[config.mk]
export PLATFORM = sky130hd
export DESIGN_NAME = e1fm_ctrl
export DESIGN_NICKNAME = d
export VERILOG_FILES = /design/src/rtl/e1fm_pkg.sv /design/src/rtl/e1fm_ctrl.sv
export SDC_FILE = /design/constraint.sdc
export NUM_CORES = 1
export LEC_CHECK = 0
export ABC_AREA = 1
export BUFFER_PORTS_ARGS = -buffer_cell sky130_fd_sc_hd__buf_2
export CORE_ASPECT_RATIO = 1.25
export CORE_MARGIN = 2
export CORE_UTILIZATION = 45
export CTS_CLUSTER_DIAMETER = 120
export DETAILED_ROUTE_END_ITERATION = 10
export MAX_ROUTING_LAYER = met4
export PLACE_DENSITY = 0.65
export REMOVE_ABC_BUFFERS = 1
export SYNTH_ARGS = -nofsm -noshare
export SYNTH_HDL_FRONTEND = slang
export SYNTH_SLANG_ARGS = --single-unit
[constraint.sdc]
create_clock -name clk -period 1.69 [get_ports clk]
set_clock_uncertainty 0.1 [all_clocks]
set_input_delay 0.338 -clock clk [delete_from_list [all_inputs] [get_ports clk]]
set_output_delay 0.338 -clock clk [all_outputs]
set_load 0.005 [all_outputs]
[src/rtl/e1fm_pkg.sv]
package e1fm_pkg;

  localparam int unsigned E1FM_AW = 5;
  localparam int unsigned E1FM_DW = 8;

  // register offsets on the parallel port
  localparam logic [4:0] OFS_FRAMER_MODE_SELECT     = 5'h10;
  localparam logic [4:0] OFS_TRANSMIT_ALARM_CONTROL = 5'h11;
  localparam logic [4:0] OFS_LINK_CONTROLLER_SELECT = 5'h12;

  // reset values
  localparam logic [7:0] RST_FRAMER_MODE_SELECT     = 8'h00;
  localparam logic [7:0] RST_TRANSMIT_ALARM_CONTROL = 8'h10;
  localparam logic [7:0] RST_LINK_CONTROLLER_SELECT = 8'h02;

  // writable bits; unused bits read as zero except in framer_mode_select, where all eight bits are writable
  localparam logic [7:0] MSK_FRAMER_MODE_SELECT     = 8'hff;
  localparam logic [7:0] MSK_TRANSMIT_ALARM_CONTROL = 8'h70;
  localparam logic [7:0] MSK_LINK_CONTROLLER_SELECT = 8'h3f;

  // framer_mode_select fields
  localparam int unsigned BIT_AUTO_INTERWORK_OFF         = 5;
  localparam int unsigned BIT_CRC4_SYNC_DISABLE          = 2;
  localparam int unsigned BIT_BASIC_REFRAME_REQUEST      = 1;
  localparam int unsigned BIT_MULTIFRAME_REFRAME_REQUEST = 0;

  // transmit_alarm_control fields
  localparam int unsigned BIT_EBIT_LOSS_VALUE    = 6;
  localparam int unsigned BIT_SLOT16_ALARM_FORCE = 5;
  localparam int unsigned BIT_TX_ALL_ONES_N      = 4;

  // link_controller_select fields
  localparam int unsigned BIT_SA_LINK_CONTROLLER     = 5;
  localparam int unsigned BIT_SLOT16_LINK_CONTROLLER = 4;
  localparam int unsigned BIT_RX_TRANSPARENT         = 3;
  localparam int unsigned BIT_TX_TRANSPARENT         = 2;
  localparam int unsigned BIT_INTL_USE_BIT_NFA       = 1;
  localparam int unsigned BIT_INTL_USE_BIT_FA        = 0;

  typedef struct packed {
    logic       cs_n;
    logic       rd_n;
    logic       wr_n;
    logic [4:0] addr;
    logic [7:0] din;
  } e1fm_bus_t;

  localparam e1fm_bus_t E1FM_BUS_IDLE = '{cs_n: 1'b1, rd_n: 1'b1, wr_n: 1'b1,
                                          addr: 5'h00, din: 8'h00};

  typedef struct packed {
    logic crc4_enable;
    logic auto_interwork_on;
    logic intl_bits_send;
    logic intl_bit_fa;
    logic intl_bit_nfa;
    logic ebit_from_crc;
    logic ebit_value;
    logic slot16_all_ones;
    logic unframed_all_ones;
    logic sa_link_on;
    logic slot16_link_on;
    logic rx_transparent;
    logic tx_transparent;
    logic tx_ccs_mode;
  } e1fm_ctrl_t;

endpackage

[src/rtl/e1fm_ctrl.sv]
// Function
// - crc4_sync_disable low runs CRC-4 sync and overrides programmed international bits.
// - CRC-4 off and interworking off: send programmed international bits in slot 0.
// - host holds basic reframe a frame; device starts basic search on its fall.
// - host holds multiframe reframe a frame; device starts multiframe search on fall.
// - E-bit select zero with CRC-4 sync: E-bits carry received CRC-4 results.
// - CRC-4 sync lost with E-bit select zero: transmit E-bits are zero.
// - CRC-4 sync lost with E-bit select one: transmit E-bits are one.
// - slot-16 alarm bit one sends all ones in slot 16, else normal.
// - tx_all_ones_n low transmits unframed all ones on the line pair.
// - Sa link controller select connects it to Sa bits, else masks interrupts.
// - slot-16 link controller select connects it in CCS mode, else masks interrupts.
// - rx_transparent disables receive framing, data passes with arbitrary alignment.
// - tx_transparent sends serial input unframed; zero means termination mode.
// - CRC-4 off sends bit 1 in non-alignment frames; ignored with CRC-4.
// - auto_interwork_off zero activates automatic CRC interworking; one deactivates it.
// - tx_common_signalling one selects CCS on transmit, else CAS.
`timescale 1ns/100ps
module e1fm_ctrl
  import e1fm_pkg::*;
(
  // clock and reset
  input  wire logic                 clk,
  input  wire logic                 reset_n,
  // parallel host port pins
  input  wire logic                 cs_n,
  input  wire logic                 rd_n,
  input  wire logic                 wr_n,
  input  wire logic [E1FM_AW-1:0]   addr,
  input  wire logic [E1FM_DW-1:0]   data_in,
  output logic      [E1FM_DW-1:0]   data_out,
  output logic                      data_oe,
  // framer status, same clock
  input  wire logic                 frame_start,
  input  wire logic                 crc4_sync_achieved,
  input  wire logic                 tx_common_signalling,
  input  wire logic                 sa_link_irq,
  input  wire logic                 slot16_link_irq,
  // framer controls
  output e1fm_pkg::e1fm_ctrl_t      ctrl,
  output logic                      basic_reframe_start,
  output logic                      multiframe_reframe_start,
  output logic                      sa_link_irq_out,
  output logic                      slot16_link_irq_out
);
  import e1fm_pkg::*;

  typedef struct packed {
    e1fm_bus_t  s1;
    e1fm_bus_t  s2;
    e1fm_bus_t  s3;
    logic [7:0] mode;
    logic [7:0] alarm;
    logic [7:0] link;
    logic [7:0] mode_app;
    logic [7:0] alarm_app;
    logic [7:0] link_app;
    logic       ccs_app;
    e1fm_ctrl_t ctrl;
    logic       basic_rf;
    logic       mf_rf;
    logic       sa_irq;
    logic       s16_irq;
    logic [7:0] dout;
    logic       doe;
  } e1fm_state_t;

  e1fm_state_t st;
  e1fm_state_t next_st;

  always_comb begin
    logic wr_done;
    logic rd_act;
    wr_done = 1'b0;
    rd_act  = 1'b0;
    next_st = st;
    // pins cross into clk through two flops; s3 feeds edge detection and the write address and data
    next_st.s1 = '{cs_n: cs_n, rd_n: rd_n, wr_n: wr_n, addr: addr, din: data_in};
    next_st.s2 = st.s1;
    next_st.s3 = st.s2;
    // write taken on the rising edge of wr_n, with address and data still held
    wr_done = st.s2.wr_n && !st.s3.wr_n && !st.s3.cs_n;
    if (wr_done) begin
      unique case (st.s3.addr)
        OFS_FRAMER_MODE_SELECT:
          next_st.mode = st.s3.din & MSK_FRAMER_MODE_SELECT;
        OFS_TRANSMIT_ALARM_CONTROL:
          next_st.alarm = st.s3.din & MSK_TRANSMIT_ALARM_CONTROL;
        OFS_LINK_CONTROLLER_SELECT:
          next_st.link = st.s3.din & MSK_LINK_CONTROLLER_SELECT;
        default: ;
      endcase
    end
    rd_act = !st.s2.cs_n && !st.s2.rd_n;
    next_st.doe = rd_act;
    if (rd_act) begin
      unique case (st.s2.addr)
        OFS_FRAMER_MODE_SELECT:     next_st.dout = st.mode;
        OFS_TRANSMIT_ALARM_CONTROL: next_st.dout = st.alarm;
        OFS_LINK_CONTROLLER_SELECT: next_st.dout = st.link;
        default:                    next_st.dout = 8'h00;
      endcase
    end
    next_st.basic_rf = st.mode[BIT_BASIC_REFRAME_REQUEST]
                       && !next_st.mode[BIT_BASIC_REFRAME_REQUEST];
    next_st.mf_rf = st.mode[BIT_MULTIFRAME_REFRAME_REQUEST]
                    && !next_st.mode[BIT_MULTIFRAME_REFRAME_REQUEST];
    if (frame_start) begin
      next_st.mode_app  = st.mode;
      next_st.alarm_app = st.alarm;
      next_st.link_app  = st.link;
      next_st.ccs_app   = tx_common_signalling;
    end
    next_st.ctrl.crc4_enable = !st.mode_app[BIT_CRC4_SYNC_DISABLE];
    next_st.ctrl.auto_interwork_on = !st.mode_app[BIT_AUTO_INTERWORK_OFF];
    next_st.ctrl.intl_bits_send = st.mode_app[BIT_CRC4_SYNC_DISABLE]
                                  && st.mode_app[BIT_AUTO_INTERWORK_OFF];
    next_st.ctrl.intl_bit_fa = st.link_app[BIT_INTL_USE_BIT_FA];
    next_st.ctrl.intl_bit_nfa = st.mode_app[BIT_CRC4_SYNC_DISABLE]
                                ? st.link_app[BIT_INTL_USE_BIT_NFA] : 1'b1;
    next_st.ctrl.ebit_from_crc = crc4_sync_achieved && !st.alarm_app[BIT_EBIT_LOSS_VALUE];
    next_st.ctrl.ebit_value = st.alarm_app[BIT_EBIT_LOSS_VALUE];
    next_st.ctrl.slot16_all_ones = st.alarm_app[BIT_SLOT16_ALARM_FORCE];
    next_st.ctrl.unframed_all_ones = !st.alarm_app[BIT_TX_ALL_ONES_N];
    next_st.ctrl.sa_link_on = st.link_app[BIT_SA_LINK_CONTROLLER];
    next_st.ctrl.slot16_link_on = st.link_app[BIT_SLOT16_LINK_CONTROLLER] && st.ccs_app;
    next_st.ctrl.rx_transparent = st.link_app[BIT_RX_TRANSPARENT];
    next_st.ctrl.tx_transparent = st.link_app[BIT_TX_TRANSPARENT];
    next_st.ctrl.tx_ccs_mode = st.ccs_app;
    next_st.sa_irq  = sa_link_irq && st.link_app[BIT_SA_LINK_CONTROLLER];
    next_st.s16_irq = slot16_link_irq && st.link_app[BIT_SLOT16_LINK_CONTROLLER];
    if (!reset_n) begin
      next_st           = '0;
      next_st.s1        = E1FM_BUS_IDLE;
      next_st.s2        = E1FM_BUS_IDLE;
      next_st.s3        = E1FM_BUS_IDLE;
      next_st.mode      = RST_FRAMER_MODE_SELECT;
      next_st.alarm     = RST_TRANSMIT_ALARM_CONTROL;
      next_st.link      = RST_LINK_CONTROLLER_SELECT;
      next_st.mode_app  = RST_FRAMER_MODE_SELECT;
      next_st.alarm_app = RST_TRANSMIT_ALARM_CONTROL;
      next_st.link_app  = RST_LINK_CONTROLLER_SELECT;
      next_st.ctrl.crc4_enable       = 1'b1;
      next_st.ctrl.auto_interwork_on = 1'b1;
      next_st.ctrl.intl_bit_nfa      = 1'b1;
    end
  end

  always_ff @(posedge clk) begin
    st <= next_st;
  end

  assign data_out                 = st.dout;
  assign data_oe                  = st.doe;
  assign ctrl                     = st.ctrl;
  assign basic_reframe_start      = st.basic_rf;
  assign multiframe_reframe_start = st.mf_rf;
  assign sa_link_irq_out          = st.sa_irq;
  assign slot16_link_irq_out      = st.s16_irq;
endmodule // e1fm_ctrl

==> results.ini <==
[setup_path]
slowest_stage = nor3_4
end_kind = flop
crit_chain = inv_1 > nand3_1 > nor3_4 > inv_2 > nor2_1 > nor2_1
worst-path-buf-inv = 2
critPathMaxStageDelay_ps = 350
crit_top_cell = nor2_1
crit_required_ps = 1840
critPathMaxFanout = 10
cp-start-kind = flop
cp_top_family = simple AND/OR/NAND/NOR gates
cp.arrival_ps = 1570
worst-setup-path-type = flop to flop

[synthesis]
synthDistinctLibCells = 22
yosysSeqAreaShare_pct = 58.9
ys.warnings.count = 0
synth-seq-cells = 103
synth_area_per_cell_um2 = 8.36
synthCells = 419
synthesis.area_mm2 = 0.00350

[cts]
clock_latency_ps = 360
cts_hold_buf = 0
clock_sinks = 103
path_clk_slew_ps = 100
ctsRootBufferMaster = clkbuf_8
clock_path_buffers = 2
cts_tree = yes
cts_resized = 0
cts_setup_buffers = 0
cts_buffers = 9
htreeDepth = 3

[timing]
min_period_ps = 1420
worstMarginPinSlew_ps = 365
hold_violations = 0
setup_tns_ps = 0
slew_viol_final = 0
whs_ps = 53.8
finalCritPeriodShare_pct = 84.2
setup_violations = 0
rsz0062_at_grt = false
fmax_mhz = 703
relSlewSlack_pct = 75.6

[final_layout]
multi_input_area_um2 = 950
layout-drive-gt1-share_pct = 19.2
fillers = 736
seqCellArea_mm2 = 0.00206
finish.utilization_pct = 52.0
area_growth_pct = 10.6
insertedDiodeCount = 0
fin_nets = 470

[detailed_routing]
drt_wl_total_um = 5710
dr.first_iter.drc_count = 126
routed-via-count = 2413
drc = 0
drtPass1Iterations = 4
avgRoutedWirePerCell_um = 10.5
viasPerCell = 4.44
drtAntennaViolNets = 0

[floorplanning]
dieArea_mm2 = 0.00851
start_util_pct = 47.0
io_pins = 50
die_x_um = 82.9
rows = 35
core_mm2 = 0.00744
die_h_um = 103

[global_routing]
grt_max_degree = 41
grt_usage_pct = 15.0
antenna_found_initial = 0
grt_pass1_wl_um = 9720
grt.overflow.total = 0
grt_pass1_vias = 2204

[pwr]
p_int_w = 0.00314
p_comb_share_pct = 4.4
p_switching_w = 0.000930
ir_drop_uv = 574
p_leak_nw = 2.01
clockPowerShare_pct = 33.7
seq_power_share_pct = 61.9
power.density_mw_per_mm2 = 1050
switching_share_pct = 22.8

[place]
portBuffers = 49
hpwl_um = 3870
gp_congestion = 0.879

[run]
maxCapViolations = 0

[worst_hold_path]
worst_hold_path_type = input pin to flop

[outcome]
status = finished clean

## power groups by stage
stage | clock (W) | sequential [W] | combinational [W]
3_3_place_gp | 0 | 0.00258 | 0.000177
5_1_grt | 0.00152 | 0.00253 | 0.000209
2_1_floorplan | 0 | 0.00258 | 0.0000834
6_report | 0.00137 | 0.00252 | 0.000178
3_5_place_dp | 0 | 0.00258 | 0.000181
4_1_cts | 0.00141 | 0.00252 | 0.000182
## worst register-to-register path: stages, from the launching register on
cell	delay, ps
dfxtp_1	310
inv_1	40
nand3_1	180
nor3_4	360
inv_2	150
nor2_1	130
nor2_1	50
## synth_stat cells
| library cell | number | area [um2] |
|---|---|---|
| a21oi_1 | 18 | 90.1 |
| a21oi_2 | 1 | 8.76 |
| buf_2 | 4 | 20.0 |
| buf_4 | 22 | 165 |
| clkbuf_1 | 11 | 41.3 |
| dfxtp_1 | 103 | 2060 |
| inv_1 | 69 | 259 |
| inv_2 | 1 | 3.75 |
| nand2_1 | 85 | 319 |
| nand2_2 | 1 | 6.26 |
| nand3_1 | 8 | 40.0 |
| nand3_2 | 1 | 10.0 |
| nand4_1 | 12 | 75.1 |
| nor2_1 | 42 | 158 |
| nor2_2 | 3 | 18.8 |
| nor3_1 | 2 | 10.0 |
| nor3_2 | 2 | 20.0 |
| nor3_4 | 1 | 16.3 |
| o211ai_1 | 1 | 7.51 |
| o21ai_0 | 23 | 115 |
| o21ai_1 | 1 | 5.00 |
| or2_2 | 8 | 50.1 |
## logic make-up (layout without fill, tap and decap cells)
| group | count (synthesis) | in the layout | synth area share (%) |
|---|---|---|---|
| flops | 103 | 103 | 58.9 |
| buf+inv | 107 | 140 | 14.0 |
| simple gates | 165 | 165 | 20.7 |
| compound gates | 44 | 44 | 6.47 |
## layout make-up
| type | instances | area share, % |
|---|---|---|
| Tap cell | 92 | 2.97 |
| Timing Repair Buffer | 54 | 7.95 |
| Multi-Input combinational cell | 209 | 24.5 |
| Clock buffer | 11 | 3.65 |
| Sequential cell | 103 | 53.2 |
| Inverter | 70 | 6.79 |
| Clock inverter | 5 | 0.872 |
## state kept, by name (all words and copies together) (netlist names)
signal and flops:
basic_reframe_start 1, ctrl 14, data_oe 1, data_out 8, multiframe_reframe_start 1, sa_link_irq_out 1
slot16_link_irq_out 1, st 76
## per-stage QoR
step | cells | power (W) | setup WS, ps | cell area (um2)
after floorplan | 382 | 0.00266 | 405 | 3270
after global placement | 528 | 0.00275 | 315 | 3700
after detailed placement | 528 | 0.00276 | 277 | 3700
after CTS | 544 | 0.00411 | 256 | 3870
after global routing | 544 | 0.00426 | 87.0 | 3870
final | 544 | 0.00407 | 267 | 3870
## cells in the final DEF (no fill, tap or decap), types with 2 or more instances in the layout
cell type	instances
nand3_1	8
clkinvlp_4	2
nor3_2	2
buf_12	2
clkbuf_8	10
nor3_1	2
buf_2	49
inv_1	69
buf_4	3
a21oi_1	18
clkinv_2	2
nor2_2	3
nor2_1	42
or2_2	8
nand2_1	85
dfxtp_1	103
nand4_1	12
o21ai_0	23
## metal layers
metal | track usage (%) | wire length, um
met1 | 16.9 | 2690
met4 | 8.70 | 138
met3 | 4.24 | 241
met5 | - | 0
met2 | 24.1 | 2630
## final timing paths
check / from / to / slack [ps] / depth (start not counted)
setup / recovery: st[91] / st[72] / 270 / 6
hold / removal: data_in[2] / st[110] / 50 / 3
setup reg to reg: st[91] / st[72] / 270 / 6
hold reg to reg: st[49] / ctrl[12] / 310 / 1
Note: power is estimated with default switching activity, not from simulation.
